==> config.mk <==
export PLATFORM = sky130hd
export DESIGN_NAME = crcu_top
export DESIGN_NICKNAME = d
export VERILOG_FILES = /design/src/hdl/crcu_pkg.sv /design/src/hdl/crcu_byte_step.sv /design/src/hdl/crcu_top.sv
export SDC_FILE = /design/constraint.sdc
export NUM_CORES = 1
export LEC_CHECK = 0
export BUFFER_PORTS_ARGS = -buffer_cell sky130_fd_sc_hd__clkbuf_2
export CAP_MARGIN = 20
export CORE_ASPECT_RATIO = 0.5
export CORE_MARGIN = 3
export CORE_UTILIZATION = 65
export DETAILED_ROUTE_END_ITERATION = 8
export GPL_TIMING_DRIVEN = 1
export PLACE_DENSITY = 0.89
export SLEW_MARGIN = 25
export SYNTH_ARGS = -nofsm -noshare
export SYNTH_HDL_FRONTEND = slang
export SYNTH_SLANG_ARGS = --single-unit
==> constraint.sdc <==
create_clock -name pclk -period 5.9 [get_ports pclk]
set_clock_uncertainty 0.15 [all_clocks]
set_input_delay 0.295 -clock pclk [delete_from_list [all_inputs] [get_ports pclk]]
set_output_delay 0.295 -clock pclk [all_outputs]
set_load 0.03 [all_outputs]
==> src/hdl/crcu_pkg.sv <==
// Overview of operation
// (RULE_01) Select field: 00 picks 0x1021, 01 picks 0x8005, 1x picks 0x04C11DB7.
// (RULE_02) Only the three fixed generator polynomials exist; none is programmable.
// (RULE_03) Each input data write folds its data into the running checksum; a write with pstrb of zero is ignored and folds nothing.
// (RULE_04) Data is processed a byte per step, most significant byte and bit first.
// (RULE_05) Input data accepts word, right-aligned half-word and right-aligned byte writes.
// (RULE_06) Software uses only full-word transfers on control, seed and checksum.
// (RULE_07) An update takes 4 cycles per word, 2 per half-word, 1 per byte.
// (RULE_08) Swap and flip options apply to input data or checksum output separately.
// (RULE_09) Input byte swap acts only on word and half-word writes.
// (RULE_10) Byte writes ignore input byte swap but still get input bit flip.
// (RULE_11) Control bit 4 inverts every input data bit before calculation.
// (RULE_12) Control bit 3 reverses input byte order before calculation.
// (RULE_13) Control bit 2 reverses bit order within each input byte.
// (RULE_14) Control bit 7 inverts the checksum as read.
// (RULE_15) Control bit 6 reverses the checksum byte order as read.
// (RULE_16) Control bit 5 reverses bit order within each checksum byte as read.
// (RULE_17) Software writes a seed whose width matches the selected polynomial.
// (RULE_18) The read-only checksum register shows the latest calculation result.
// (RULE_19) Remainder is 16 bits for the 16-bit polynomials, 32 bits otherwise.
// (RULE_20) The input data register is write-only and only feeds the engine.
// (RULE_21) A seed write loads the running state for the next data write.
// (RULE_22) With a 16-bit polynomial state sits in the low half; upper reads zero.
`default_nettype none

package crcu_pkg;

    // ========================================
    // Register map
    localparam int          ADDR_W          = 12;
    localparam logic [11:0] OFS_CONTROL     = 12'h000;
    localparam logic [11:0] OFS_SEED        = 12'h004;
    localparam logic [11:0] OFS_CHECKSUM    = 12'h008;
    localparam logic [11:0] OFS_INPUT_DATA  = 12'h00c;
    localparam logic [7:0]  CONTROL_RESET   = 8'h00;
    localparam logic [31:0] CRC_RESET       = 32'h0000_0000;

    // ========================================
    // Control field positions
    localparam int BIT_OUT_INVERT   = 7;
    localparam int BIT_OUT_BYTE_SW  = 6;
    localparam int BIT_OUT_BIT_FLIP = 5;
    localparam int BIT_IN_INVERT    = 4;
    localparam int BIT_IN_BYTE_SW   = 3;
    localparam int BIT_IN_BIT_FLIP  = 2;
    localparam int BIT_SEL_HI       = 1;
    localparam int BIT_SEL_LO       = 0;

    // ========================================
    // Fixed generator polynomials
    localparam logic [31:0] SELECT_A_CCITT = 32'h0000_1021;
    localparam logic [31:0] SELECT_A_CRC16 = 32'h0000_8005;
    localparam logic [31:0] SELECT_A_CRC32 = 32'h04c1_1db7;

    // ========================================
    // Cycles per update, one byte per cycle
    localparam logic [2:0] CYC_WORD = 3'h4;
    localparam logic [2:0] CYC_HALF = 3'h2;
    localparam logic [2:0] CYC_BYTE = 3'h1;

    typedef enum logic [1:0] {
        CRCU_IDLE   = 2'b00,
        CRCU_RUN    = 2'b01,
        CRCU_SETTLE = 2'b10
    } crcu_state_t;

endpackage

`default_nettype wire

==> src/hdl/crcu_byte_step.sv <==
`default_nettype none

module crcu_byte_step (
    input  wire logic [31:0] crc_in,
    input  wire logic [7:0]  data_in,
    input  wire logic [31:0] select_a,
    input  wire logic        wide,
    output logic      [31:0] crc_out
);

    logic [31:0] c;
    logic        msb;

    // Bitwise long division, eight shifts per byte, MSB first
    always_comb begin
        c   = wide ? (crc_in ^ {data_in, 24'h000000})
                   : {16'h0000, crc_in[15:0] ^ {data_in, 8'h00}};
        msb = 1'b0;
        for (int i = 0; i < 8; i++) begin
            msb = wide ? c[31] : c[15];
            c   = {c[30:0], 1'b0} ^ (msb ? select_a : 32'h0000_0000);
        end
        crc_out = wide ? c : {16'h0000, c[15:0]};
    end

endmodule

`default_nettype wire

==> src/hdl/crcu_top.sv <==
// The APB register port was decided locally.
`default_nettype none

module crcu_top (
    input  wire logic        pclk,
    input  wire logic        presetn,
    input  wire logic        psel,
    input  wire logic        penable,
    input  wire logic        pwrite,
    input  wire logic [11:0] paddr,
    input  wire logic [31:0] pwdata,
    input  wire logic [3:0]  pstrb,
    output logic      [31:0] prdata,
    output logic             pready,
    output logic             pslverr
);

    // ========================================
    // State
    logic [7:0]                crc_control_ff;
    logic [31:0]               crc_ff;
    logic [31:0]               shift_ff;
    logic [2:0]                count_ff;
    logic [31:0]               prdata_ff;
    crcu_pkg::crcu_state_t     state_ff;
    crcu_pkg::crcu_state_t     nxt_state;

    logic        access;
    logic        hit_control;
    logic        hit_seed;
    logic        hit_checksum;
    logic        hit_input;
    logic        unmapped;
    logic        wr_control;
    logic        wr_seed;
    logic        wr_input;
    logic        is_word;
    logic        is_half;
    logic        is_byte;
    logic        select_a_wide;
    logic [31:0] select_a_sel;
    logic [31:0] step_out;
    logic [31:0] in_data;
    logic [31:0] in_aligned;
    logic [2:0]  in_count;
    logic [31:0] checksum_value;
    logic [31:0] read_mux;

    // ========================================
    // Helpers
    function automatic logic [31:0] flip_bytes(input logic [31:0] v);
        logic [31:0] r;
        r = 32'h0000_0000;
        for (int b = 0; b < 4; b++) begin
            for (int k = 0; k < 8; k++) begin
                r[b*8 + k] = v[b*8 + 7 - k];
            end
        end
        return r;
    endfunction

    // ========================================
    // APB decode
    assign hit_control  = (paddr == crcu_pkg::OFS_CONTROL);
    assign hit_seed     = (paddr == crcu_pkg::OFS_SEED);
    assign hit_checksum = (paddr == crcu_pkg::OFS_CHECKSUM);
    assign hit_input    = (paddr == crcu_pkg::OFS_INPUT_DATA);
    assign unmapped     = !(hit_control || hit_seed || hit_checksum || hit_input);

    // Wait states while an update runs, so reads never see a half result
    assign pready  = penable && (state_ff == crcu_pkg::CRCU_IDLE); // RULE_07
    assign pslverr = psel && penable && pready && unmapped;
    assign prdata  = prdata_ff;
    assign access  = psel && penable && pready && !unmapped;

    assign wr_control = access && pwrite && hit_control;
    assign wr_seed    = access && pwrite && hit_seed;
    assign wr_input   = access && pwrite && hit_input && (pstrb != 4'h0);

    // Size from the strobes of a right-aligned write
    assign is_word = (pstrb[3:2] != 2'b00); // RULE_05
    assign is_half = !is_word && pstrb[1];
    assign is_byte = !is_word && !pstrb[1];

    // ========================================
    // Polynomial choice, no programmable value
    assign select_a_wide = crc_control_ff[crcu_pkg::BIT_SEL_HI]; // RULE_19
    always_comb begin
        if (crc_control_ff[crcu_pkg::BIT_SEL_HI]) begin // RULE_01
            select_a_sel = crcu_pkg::SELECT_A_CRC32; // RULE_02
        end else if (crc_control_ff[crcu_pkg::BIT_SEL_LO]) begin
            select_a_sel = crcu_pkg::SELECT_A_CRC16;
        end else begin
            select_a_sel = crcu_pkg::SELECT_A_CCITT;
        end
    end

    // ========================================
    // Input shaping
    always_comb begin
        in_data = pwdata;
        if (crc_control_ff[crcu_pkg::BIT_IN_INVERT]) begin
            in_data = ~in_data; // RULE_11
        end
        // Byte writes bypass the swap; one byte has no order
        if (crc_control_ff[crcu_pkg::BIT_IN_BYTE_SW] && !is_byte) begin // RULE_09 RULE_10
            if (is_word) begin // RULE_12
                in_data = {in_data[7:0], in_data[15:8], in_data[23:16], in_data[31:24]};
            end else begin
                in_data = {16'h0000, in_data[7:0], in_data[15:8]};
            end
        end
        if (crc_control_ff[crcu_pkg::BIT_IN_BIT_FLIP]) begin // RULE_13 RULE_10
            in_data = flip_bytes(in_data);
        end
        // First byte to process goes to the top, big-endian
        if (is_word) begin // RULE_04
            in_aligned = in_data;
            in_count   = crcu_pkg::CYC_WORD;
        end else if (is_half) begin
            in_aligned = {in_data[15:0], 16'h0000};
            in_count   = crcu_pkg::CYC_HALF;
        end else begin
            in_aligned = {in_data[7:0], 24'h000000};
            in_count   = crcu_pkg::CYC_BYTE;
        end
    end

    // ========================================
    // Engine
    crcu_byte_step u_step (
        .crc_in  (crc_ff),
        .data_in (shift_ff[31:24]),
        .select_a    (select_a_sel),
        .wide    (select_a_wide),
        .crc_out (step_out)
    );

    always_comb begin
        nxt_state = state_ff;
        case (state_ff)
            crcu_pkg::CRCU_IDLE: begin
                if (wr_input) begin
                    nxt_state = crcu_pkg::CRCU_RUN;
                end
            end
            crcu_pkg::CRCU_RUN: begin
                if (count_ff == 3'h1) begin // RULE_07
                    nxt_state = crcu_pkg::CRCU_SETTLE;
                end
            end
            // One spare cycle lets the read register catch the final value
            crcu_pkg::CRCU_SETTLE: nxt_state = crcu_pkg::CRCU_IDLE;
            default:               nxt_state = crcu_pkg::CRCU_IDLE;
        endcase
    end

    always_ff @(posedge pclk or negedge presetn) begin
        if (!presetn) begin
            state_ff <= crcu_pkg::CRCU_IDLE;
        end else begin
            state_ff <= nxt_state;
        end
    end

    always_ff @(posedge pclk or negedge presetn) begin
        if (!presetn) begin
            shift_ff <= 32'h0000_0000;
            count_ff <= 3'h0;
        end else if (wr_input) begin
            shift_ff <= in_aligned;
            count_ff <= in_count;
        end else if (state_ff == crcu_pkg::CRCU_RUN) begin
            shift_ff <= {shift_ff[23:0], 8'h00};
            count_ff <= count_ff - 3'h1;
        end
    end

    always_ff @(posedge pclk or negedge presetn) begin
        if (!presetn) begin
            crc_ff <= crcu_pkg::CRC_RESET;
        end else if (wr_seed) begin
            crc_ff <= select_a_wide ? pwdata : {16'h0000, pwdata[15:0]}; // RULE_21 RULE_22
        end else if (state_ff == crcu_pkg::CRCU_RUN) begin
            crc_ff <= step_out; // RULE_03
        end
    end

    always_ff @(posedge pclk or negedge presetn) begin
        if (!presetn) begin
            crc_control_ff <= crcu_pkg::CONTROL_RESET;
        end else if (wr_control) begin
            crc_control_ff <= pwdata[7:0];
        end
    end

    // ========================================
    // Checksum output shaping
    always_comb begin
        checksum_value = select_a_wide ? crc_ff : {16'h0000, crc_ff[15:0]}; // RULE_22
        if (crc_control_ff[crcu_pkg::BIT_OUT_BIT_FLIP]) begin // RULE_16 RULE_08
            checksum_value = flip_bytes(checksum_value);
        end
        if (crc_control_ff[crcu_pkg::BIT_OUT_BYTE_SW]) begin // RULE_15
            checksum_value = select_a_wide
                ? {checksum_value[7:0], checksum_value[15:8],
                   checksum_value[23:16], checksum_value[31:24]}
                : {16'h0000, checksum_value[7:0], checksum_value[15:8]};
        end
        if (crc_control_ff[crcu_pkg::BIT_OUT_INVERT]) begin // RULE_14
            checksum_value = select_a_wide ? ~checksum_value
                                       : {16'h0000, ~checksum_value[15:0]};
        end
    end

    // Write-only registers read as zero
    always_comb begin
        read_mux = 32'h0000_0000; // RULE_20
        if (hit_control) begin
            read_mux = {24'h000000, crc_control_ff};
        end else if (hit_checksum) begin
            read_mux = checksum_value; // RULE_18
        end
    end

    always_ff @(posedge pclk or negedge presetn) begin
        if (!presetn) begin
            prdata_ff <= 32'h0000_0000;
        end else if (psel && !pwrite) begin
            prdata_ff <= read_mux;
        end
    end
endmodule

`default_nettype wire

== Word level (Yosys, flattened, before mapping) ==
Index checks and enable logic that the tools add are counted.

* Register bits after elaboration: 109
* Output and inout port bits: 34
* Word-level logic and storage cells: 102

* Mux-type cells: 46
* Equal/unequal tests: 7
* Bitwise gates (word level): 13
* $add $sub $neg: 1
* Reductions and logical operators: 29

{| class="wikitable"
|+ Operators by type and width
! cell !! count
|-
| two-way mux 32 bit || 30
|-
| XOR 32 bit || 9
|-
| inverter 32 bit || 2
|-
| equality test 12 x 4 -> 1 bit (second input constant) || 2
|-
| two-way mux 16 bit || 1
|-
| inverter 16 bit || 1
|-
| XOR 16 bit || 1
|-
| logical AND 1 bit || 14
|-
| equality test 12 x 3 -> 1 bit (second input constant) || 1
|-
| zero test 12 bit || 1
|-
| two-way mux 3 bit || 3
|-
| two-way mux 1 bit || 8
|-
| two-way mux 2 bit || 3
|-
| nonzero test 2 bit || 3
|-
| zero test 1 bit || 5
|-
| inequality test 2 bit (second input constant) || 2
|-
| one-hot mux 2 bit (2 select lines) || 1
|-
| nonzero test 4 bit || 1
|-
| equality test 3 x 1 -> 1 bit (second input constant) || 1
|-
| logical OR 1 bit || 3
|-
| subtractor 3 x 1 -> 3 bit (second input constant) || 1
|-
| equality test 2 x 1 -> 1 bit (second input constant) || 1
|-
| zero test 2 bit || 1
|-
| AND reduction 2 bit || 1
|}

== Longest topological paths before layout ==
Gate-level depths: netlist of the first run.

* Depth after elaboration: 29
* Depth in mapped cells: 10
* Mapped depth without buffers: 8

== Cells and area by module ==
Synthesis of the first run repeated with hierarchy kept, for this count alone.

* Cells, all modules: 1823
* Area, all modules: 13686.9 um^2

{| class="wikitable"
|+ Modules (own cells, without submodules)
! module !! times used !! area each (um^2) !! cells an instance
|-
| crcu_top || 1 || 8146.6 || 974
|-
| crcu_byte_step || 1 || 5540.3 || 849
|}

== Worst setup path after synthesis of the first run ==
No wires, ideal clock.

* Kind: register -> register
* Start point: register crc_ff[12]
* End point: register crc_ff[2]
* Period minus slack after synthesis: 2846 ps
* Setup time: 130 ps
* Path slack: 3054 ps
* Stages on the path, launching flop included: 10
* Arrival: 2566 ps
* Path through: dfrtp_1 > buf_2 > xnor2_1 > xnor2_1 > xnor2_1 > mux2i_1 > xnor3_1 > nor2_1 > mux2i_1 > o21ai_1

* Word-level cells in the longest chain between the ends: 23

{| class="wikitable"
|+ Ends and longest elaborated chain
! item !! RTL line !! RTL
|-
| start, declared || crcu_top.sv:21 || <nowiki>logic [31:0] crc_ff;</nowiki>
|-
| start signal, assigned || crcu_top.sv:181 || <nowiki>crc_ff <= crcu_pkg::CRC_RESET;</nowiki>
|-
| start signal, assigned || crcu_top.sv:183 || <nowiki>crc_ff <= select_a_wide ? pwdata : {16'h0000, pwdata[15:0]};</nowiki>
|-
| start signal, assigned || crcu_top.sv:185 || <nowiki>crc_ff <= step_out;</nowiki>
|-
| XOR 16 bit or XOR 32 bit (tied branches) || crcu_byte_step.sv:17, crcu_byte_step.sv:16 ||
|-
| two-way mux 32 bit (*) || crcu_byte_step.sv:16 || <nowiki>c = wide ? (crc_in ^ {data_in, 24'h000000})</nowiki>
|-
| XOR 32 bit (*) (3 in series) || crcu_byte_step.sv:21 || <nowiki>c = {c[30:0], 1'b0} ^ (msb ? select_a : 32'h0000_0000);</nowiki>
|-
| two-way mux 1 bit (*) || crcu_byte_step.sv:20 || <nowiki>msb = wide ? c[31] : c[15];</nowiki>
|-
| two-way mux 32 bit (*) || crcu_byte_step.sv:21 ||
|-
| XOR 32 bit (*) || crcu_byte_step.sv:21 ||
|-
| two-way mux 1 bit || crcu_byte_step.sv:20 ||
|-
| two-way mux 32 bit || crcu_byte_step.sv:21 ||
|-
| [... 5 more ...] || n/a ||
|-
| two-way mux 32 bit || crcu_byte_step.sv:21 ||
|-
| XOR 32 bit (*) || crcu_byte_step.sv:21 ||
|-
| two-way mux 1 bit || crcu_byte_step.sv:20 ||
|-
| two-way mux 32 bit || crcu_byte_step.sv:21 ||
|-
| XOR 32 bit (*) || crcu_byte_step.sv:21 ||
|-
| two-way mux 32 bit (*) || crcu_byte_step.sv:23 || <nowiki>crc_out = wide ? c : {16'h0000, c[15:0]};</nowiki>
|-
| two-way mux 32 bit (*) || crcu_top.sv:184 || <nowiki>end else if (state_ff == crcu_pkg::CRCU_RUN) begin</nowiki>
|-
| two-way mux 32 bit (*) || crcu_top.sv:182 || <nowiki>end else if (wr_seed) begin</nowiki>
|}

Mark *: on every way between the ends. The rest lies on a longest branch, timed or not. The select of a mux whose other input is x is not followed.
A chain may end at the register's enable or synchronous reset.

== Worst setup path after layout of the first run ==
* Start point: register crc_control_ff[1]
* End point: register crc_ff[2]

* Word-level cells in the longest chain between the ends: 28

{| class="wikitable"
|+ Ends and longest elaborated chain
! item !! RTL line !! RTL
|-
| start, declared || crcu_top.sv:20 || <nowiki>logic [7:0] crc_control_ff;</nowiki>
|-
| start signal, assigned || crcu_top.sv:191 || <nowiki>crc_control_ff <= crcu_pkg::CONTROL_RESET;</nowiki>
|-
| start signal, assigned || crcu_top.sv:193 || <nowiki>crc_control_ff <= pwdata[7:0];</nowiki>
|-
| two-way mux 32 bit || crcu_byte_step.sv:16 ||
|-
| two-way mux 1 bit || crcu_byte_step.sv:20 ||
|-
| two-way mux 32 bit || crcu_byte_step.sv:21 ||
|-
| XOR 32 bit || crcu_byte_step.sv:21 ||
|-
| two-way mux 1 bit || crcu_byte_step.sv:20 ||
|-
| two-way mux 32 bit || crcu_byte_step.sv:21 ||
|-
| XOR 32 bit || crcu_byte_step.sv:21 ||
|-
| two-way mux 1 bit || crcu_byte_step.sv:20 ||
|-
| [... 12 more ...] || n/a ||
|-
| two-way mux 32 bit || crcu_byte_step.sv:21 ||
|-
| XOR 32 bit || crcu_byte_step.sv:21 ||
|-
| two-way mux 1 bit || crcu_byte_step.sv:20 ||
|-
| two-way mux 32 bit || crcu_byte_step.sv:21 ||
|-
| XOR 32 bit (*) || crcu_byte_step.sv:21 ||
|-
| two-way mux 32 bit (*) || crcu_byte_step.sv:23 ||
|-
| two-way mux 32 bit (*) || crcu_top.sv:184 ||
|-
| two-way mux 32 bit (*) || crcu_top.sv:182 ||
|}

Marked as above.

==> reports/metrics.csv, run 1 <==
stage,metric,value,unit
status,status,completed,
power,Comb pwr share,0.200,
sta,Max-slew headroom,0.479,
sta,setup_tns,0,ps
cells_and_area,Fill cells,994,
clock_tree,worst-skew pair later-pin latency,350,ps
logic_synthesis,Post-Synth Simple-Gate Area,0.154,
routing,Post-DRT Antenna Nets,0,
clock_tree,cts bufs inserted,9,
place,Detail Placement HPWL,19.4,mm
global_route,first-pass GRT wire length,43.6,mm
floorplan,std cell rows,29,
cells_and_area,area delta synth->final,8.63,%
logic_synthesis,Syn Std Cell Area,9070,µm²
logic_synthesis,Netlist cell types,60,
cells_and_area,"commonest non-fill, non-tap cells in the layout","214 x nand2_1, 116 x o21ai_0, 107 x dfrtp_1, 97 x xnor2_1, 85 x clkbuf_2",
sta,final setup vio count,0,
floorplan,Die W,173,µm
logic_synthesis,Cells after Synth,1093,
clock_tree,"Reg clk slew, reported paths",70,ps
clock_tree,CTS Buffer Depth,2,
floorplan,I/O Pins,87,
routing,1st-iter DRT viols,1687,
cells_and_area,Nets,1167,
logic_synthesis,Yosys reg bits,109,
global_route,vias in the first global route,7930,
logic_synthesis,"EDFF count, synth",0,
power,sw frac,0.278,
sta,RSZ-0062 raised after global routing,no,
sta,Hold Fails Final Rpt,0,
logic_synthesis,yosys warns,0,
clock_tree,CTS Sinks,109,
global_route,pin count of the biggest net entering global routing,77,
routing,vias per inst,6.62,
global_route,total grt overflow,0,
global_route,initial antenna violation count,0,
cells_and_area,number of diodes,0,
place,PortBufs,86,
floorplan,Die Y-Extent,89.5,µm
sta,actual slew at the worst max-slew pin,781,ps
logic_synthesis,sequential share of the synthesized area,0.301,
floorplan,Starting Density,0.690,
power,leakage power,4.21,nW
setup_path,crit path launch type,flip-flop,
setup_path,Crit. End Element,flip-flop,
global_route,Tot GR Track Use,0.359,
logic_synthesis,ys flop type,dfrtp_1,
setup_path,Crit Path Class,reg -> reg,
clock_tree,CTS tree,done,
setup_path,CP required,5980,ps
cells_and_area,area of the multi-input gates,5960,µm²
cells_and_area,Reg area,2730,µm²
sta,Final min period,3520,ps
routing,total number of vias,8617,
place,Inst Count DP,1286,
setup_path,Max stage delay on crit path,680,ps
logic_synthesis,Post-synth ARST share,1.00,
setup_path,worst-path fanout max,42,
sta,Fmax,284,MHz
power,Flop pwr share,0.419,
setup_path,Critical path origin,crc_control_ff[1]$_DFFE_PN0P_,
logic_synthesis,mux cell area share after synthesis,0.128,
sta,final hold slack,129,ps
routing,"wirelength, routed",27.7,mm
setup_path,crit path DAT,3600,ps
logic_synthesis,Post-Synth Adder-Cell Area,0.00276,
setup_path,critical path's slowest cell,dfrtp_2,
sta,Slew Limit Fails,0,
run,max cap viols,0,
worst_hold_path,Hold WC Path Type,in -> reg,
setup_path,r2r startpoint,crc_control_ff[1]$_DFFE_PN0P_,
cells_and_area,Non-Filler Instances,1301,
cells_and_area,share of layout cells above drive strength 1,0.148,
logic_synthesis,fraction of the mapped netlist area in compound gates,0.203,
floorplan,die area,15500,µm²
power,Worst VDD drop,128,µV
cells_and_area,"leading cell type in the layout, fill and taps excluded",nand2_1,
logic_synthesis,xor/xnor share of the synthesized area,0.168,
power,Pint,0.00133,W
logic_synthesis,post-synth net total,1148,
routing,router iterations before antenna repair,6,
power,Power Dens Cells,187,nW/µm²
setup_path,worst-path cell chain,buf_4 -> nand2b_1 -> inv_1 -> and3_1 -> mux2i_1 -> xnor3_1 -> nor2_1 -> mux2i_1 -> o21ai_1,
routing,routed length per instance,21.3,µm
clock_tree,htree depth,3,
clock_tree,root buffer cell,clkbuf_16,
logic_synthesis,largest family of logic cells by synthesized area,compound AO/OA/AOI/OAI gates,
sta,Tcrit/Tclk final,0.597,
power,Switching Power,0.000511,W
clock_tree,# resized after CTS,0,
place,gpl congestion,1.02,
setup_path,cell repeated most along the worst path,mux2i_1,
floorplan,Core ar.,13100,µm²
worst_hold_path,hold path start,pwdata[0],
routing,drt drc,0,
power,Clock power frac,0.382,
logic_synthesis,Mean Syn Cell Area,8.29,µm²
sequential cells by signal, indices dropped and copies added (netlist names):
signal	cells
crc_ff	32
prdata	32
shift_ff	32
crc_control_ff	8
count_ff	3
state_ff	2
layout make-up:
| type | instances | share of cell area |
|---|---|---|
| clock buffers | 10 | 0.0243 |
| clock inverters | 4 | 0.00991 |
| inverters | 6 | 0.00229 |
| multi-input cells | 883 | 0.605 |
| flip-flops and latches | 109 | 0.277 |
| well taps | 186 | 0.0236 |
| repair buffers | 103 | 0.0576 |
power groups by stage:
stage               registers (W)  clock network, W  logic (W)
floorplan                0.000774                 0   0.000256
global placement         0.000783                 0   0.000349
detailed placement       0.000783                 0   0.000353
CTS                      0.000769          0.000704   0.000358
global route             0.000770          0.000738   0.000399
finish                   0.000770          0.000701   0.000367
repair_timing:
item                                   in CTS  in global routing
endpoints found under the hold margin      33                  0
setup endpoints to repair                   0                  0
buffers inserted                            0                  0
hold buffers                                1                  0
cell families after synthesis:
group                      count (synthesis)
AOI/OAI and AO/OA                        291
xor gates and xnor gates                 159
and+or+nand+nor                          337
muxes                                     94
adders and majority gates                  2
buffers and inverters                    101
DFF                                      109
worst max-delay path, delay by kind of cell (launching register included):
family,cells,cell delay (ps)
xor gates and xnor gates,1,540
DFF,1,680
and+or+nand+nor,3,670
buffers and inverters,2,610
AOI/OAI and AO/OA,1,70
muxes,2,650
cell usage after synthesis (9+ instances only):
master,count,area share
mux2i_1,70,0.077
a31o_2,9,0.0087
a221o_1,16,0.018
o21ai_0,116,0.064
xor2_1,53,0.051
nand2_1,214,0.089
a21oi_1,35,0.019
a22oi_1,32,0.026
or3_1,12,0.0083
a31oi_1,30,0.021
dfrtp_1,109,0.30
mux4_2,14,0.035
nor2_1,57,0.024
nand3_1,24,0.013
o221ai_1,16,0.015
xnor2_1,97,0.094
clkbuf_1,78,0.032
final timing paths:
check	depth (start not counted)	to	slack, ps
worst max register to register	9	crc_ff[2]$_DFFE_PN0P_	2380
min in group asynchronous	2	count_ff[1]$_DFFE_PN0P_	280
worst min-delay path	3	crc_control_ff[0]$_DFFE_PN0P_	130
worst max-delay path	9	crc_ff[2]$_DFFE_PN0P_	2380
max in group asynchronous	3	crc_control_ff[1]$_DFFE_PN0P_	4200
worst min register to register	2	prdata[16]$_DFFE_PN0P_	330
per-layer routing:
| metal | up-vias | wire length [µm] | part of all wire | GRT usage |
|---|---|---|---|---|
| met4 | 0 | 787 | 0.028 | 0.120 |
| met2 | 566 | 11800 | 0.42 | 0.550 |
| met5 | - | 0 | 0 | 0 |
| met1 | 4073 | 11800 | 0.42 | 0.501 |
| li1 | 3900 | - | - | - |
| met3 | 78 | 3410 | 0.12 | 0.0963 |
through the flow:
stage                      util  setup WS [ps]  area, µm²  power, W
after floorplan               -           3050       9070   0.00103
after global placement    0.723           2560       9500   0.00113
after detailed placement  0.723           2480       9500   0.00114
after CTS                 0.749           2470       9840   0.00183
after global routing      0.750           2130       9850   0.00191
final                     0.750           2380       9850   0.00184
No activity file was read; power rests on OpenSTA's default activity.
==> inputs of run 2 (changes only) <==
- CORE_UTILIZATION: 65 -> 55
- PLACE_DENSITY: 0.89 -> 0.81
- clock period: 5.9 -> 3 ns (I/O delays scaled with it)
==> run 2 against run 1 <==
  * Sequential power is 96% higher
  * Combinational power is 120% higher
  * Core utilization is 9.0 points lower
  * Die area is 17% higher
  * Sequential cell count stayed put
  * Via count is 2.5% higher
  * Routed wire length is 9.3% higher
  * Critical endpoint unchanged
  * Highest routed layer unchanged
==> reports/metrics.csv, run 2 (synthesized netlist as in run 1, its figures left out) <==
stage,metric,value,unit,change
clock_tree,cts bufs inserted,9,,unchanged
floorplan,Core ar.,15800,µm²,+20%
power,Worst VDD drop,296,µV,+130%
floorplan,Starting Density,0.575,,-0.116
setup_path,crit path DAT,2980,ps,-620 ps
setup_path,Crit Path Class,reg -> reg,,
clock_tree,root buffer cell,clkbuf_16,,
clock_tree,worst-skew pair later-pin latency,370,ps,+20 ps
routing,"wirelength, routed",30.3,mm,+9.3%
routing,routed length per instance,21.6,µm,+1.5%
floorplan,std cell rows,32,,+10%
floorplan,Die Y-Extent,96.8,µm,+8.1%
cells_and_area,number of diodes,0,,unchanged
sta,final hold slack,14.1,ps,-115 ps
sta,Slew Limit Fails,0,,unchanged
global_route,first-pass GRT wire length,47.4,mm,+8.6%
setup_path,worst-path cell chain,xor2_4 -> a22oi_2 -> xor3_2 -> xnor3_2 -> xnor3_1 -> nor2_1 -> mux2i_1 -> o21ai_1,,
power,Pint,0.00261,W,+96%
clock_tree,CTS Sinks,109,,unchanged
global_route,initial antenna violation count,1,,+1
setup_path,critical path's slowest cell,dfrtp_1,,
sta,Fmax,347,MHz,+22%
clock_tree,CTS tree,done,,
sta,actual slew at the worst max-slew pin,831,ps,+50.4 ps
place,Detail Placement HPWL,22.4,mm,+16%
routing,drt drc,0,,unchanged
clock_tree,"Reg clk slew, reported paths",80,ps,about the same
setup_path,crit path launch type,flip-flop,,
clock_tree,htree depth,3,,unchanged
global_route,total grt overflow,0,,unchanged
cells_and_area,Fill cells,1374,,+38%
clock_tree,CTS Buffer Depth,2,,unchanged
power,Clock power frac,0.368,,-0.014
cells_and_area,"commonest non-fill, non-tap cells in the layout","214 x nand2_1, 116 x o21ai_0, 107 x dfrtp_1, 97 x xnor2_1, 85 x clkbuf_2",,
sta,RSZ-0062 raised after global routing,no,,
power,Power Dens Cells,352,nW/µm²,+89%
setup_path,CP required,3100,ps,-2880 ps
setup_path,Max stage delay on crit path,620,ps,-60 ps
place,gpl congestion,0.938,,-7.9%
cells_and_area,"leading cell type in the layout, fill and taps excluded",nand2_1,,
sta,Tcrit/Tclk final,0.960,,+0.364
cells_and_area,area of the multi-input gates,5960,µm²,about the same
cells_and_area,Nets,1231,,+5.5%
power,Flop pwr share,0.411,,-0.008
clock_tree,Post CTS Setup Buffer Count,0,,unchanged
floorplan,I/O Pins,87,,unchanged
power,leakage power,4.52,nW,+7.5%
setup_path,Crit. End Element,flip-flop,,
power,Comb pwr share,0.221,,+0.021
floorplan,die area,18200,µm²,+17%
routing,vias per inst,6.30,,-4.9%
run,max cap viols,0,,unchanged
cells_and_area,Reg area,2730,µm²,unchanged
sta,Hold Fails Final Rpt,0,,unchanged
global_route,pin count of the biggest net entering global routing,69,,-10%
global_route,vias in the first global route,8126,,+2.5%
power,Switching Power,0.00106,W,+110%
routing,router iterations before antenna repair,7,,+1
sta,Final min period,2880,ps,-638 ps
status,status,completed,,
floorplan,Die W,188,µm,+8.4%
routing,total number of vias,8829,,+2.5%
worst_hold_path,Hold WC Path Type,in -> reg,,
power,sw frac,0.289,,+0.0111
global_route,Tot GR Track Use,0.333,,-0.0264
routing,1st-iter DRT viols,1201,,-29%
place,PortBufs,86,,unchanged
cells_and_area,share of layout cells above drive strength 1,0.188,,+0.0402
sta,final setup vio count,0,,unchanged
sta,setup_tns,0,ps,unchanged
sta,Max-slew headroom,0.446,,-0.0329
routing,Post-DRT Antenna Nets,0,,unchanged
setup_path,worst-path fanout max,7,,-83%
cells_and_area,area delta synth->final,14.8,%,
==> run 2: critical path: cells and delay by family (launching register included) <==
kind / cells / cell delay (ps)
AOI/OAI and AO/OA: 2 / 220
DFF: 1 / 620
xor gates and xnor gates: 4 / 1410
and+or+nand+nor: 1 / 150
muxes: 1 / 200
==> run 2: what timing repair did <==
action | 4_1_cts | 5_1_grt
gates resized for setup | 0 | 0
hold buffers | 7 | 0
hold endpoints to repair | 48 | 0
==> run 2: layout make-up <==
cell class                 instances  area share
clock buffer                      12      0.0246
inverter                           6     0.00216
timing repair buffer             167       0.105
sequential                       109       0.262
multi-input combinational        883       0.572
clock inverter                     3     0.00661
tap                              221      0.0266
==> run 2: path summary, 6_finish.rpt <==
kind / from / end / slack (ps) / depth (start not counted)
worst min-delay path: pwdata[17] / crc_ff[17]$_DFFE_PN0P_ / 10 / 3
worst min register to register: prdata[12]$_DFFE_PN0P_ / prdata[12]$_DFFE_PN0P_ / 330 / 2
max in group asynchronous: presetn / prdata[25]$_DFFE_PN0P_ / 1740 / 3
worst max-delay path: shift_ff[30]$_DFFE_PN0P_ / crc_ff[2]$_DFFE_PN0P_ / 120 / 8
worst max register to register: shift_ff[30]$_DFFE_PN0P_ / crc_ff[2]$_DFFE_PN0P_ / 120 / 8
min in group asynchronous: presetn / count_ff[1]$_DFFE_PN0P_ / 180 / 2
==> run 2: per-layer routing <==
metal	up-vias	global-route usage	wire length, µm
li1	4031	-	-
met1	4245	0.495	13400
met2	514	0.475	12700
met3	39	0.0992	3680
met4	0	0.0778	497
met5	-	0	0
==> run 2: metrics by stage <==
step / worst slack [ps] / total power (W) / util / instance area (µm²) / cells
4_1_cts: 142 / 0.00366 / 0.660 / 10400 / 1401
3_3_place_gp: 194 / 0.00231 / 0.635 / 10000 / 1379
6_report: 119 / 0.00367 / 0.660 / 10400 / 1401
5_1_grt: 17.8 / 0.00379 / 0.660 / 10400 / 1401
2_1_floorplan: 154 / 0.00203 / - / 9070 / 1093
3_5_place_dp: 151 / 0.00232 / 0.635 / 10000 / 1379
==> run 2: power by group through the flow <==
stage          Clock [W]  Sequential, W  Combinational (W)
3_3_place_gp           0        0.00154           0.000777
4_1_cts          0.00136        0.00151           0.000795
2_1_floorplan          0        0.00152           0.000503
6_report         0.00135        0.00151           0.000809
3_5_place_dp           0        0.00154           0.000782
5_1_grt          0.00141        0.00151           0.000874
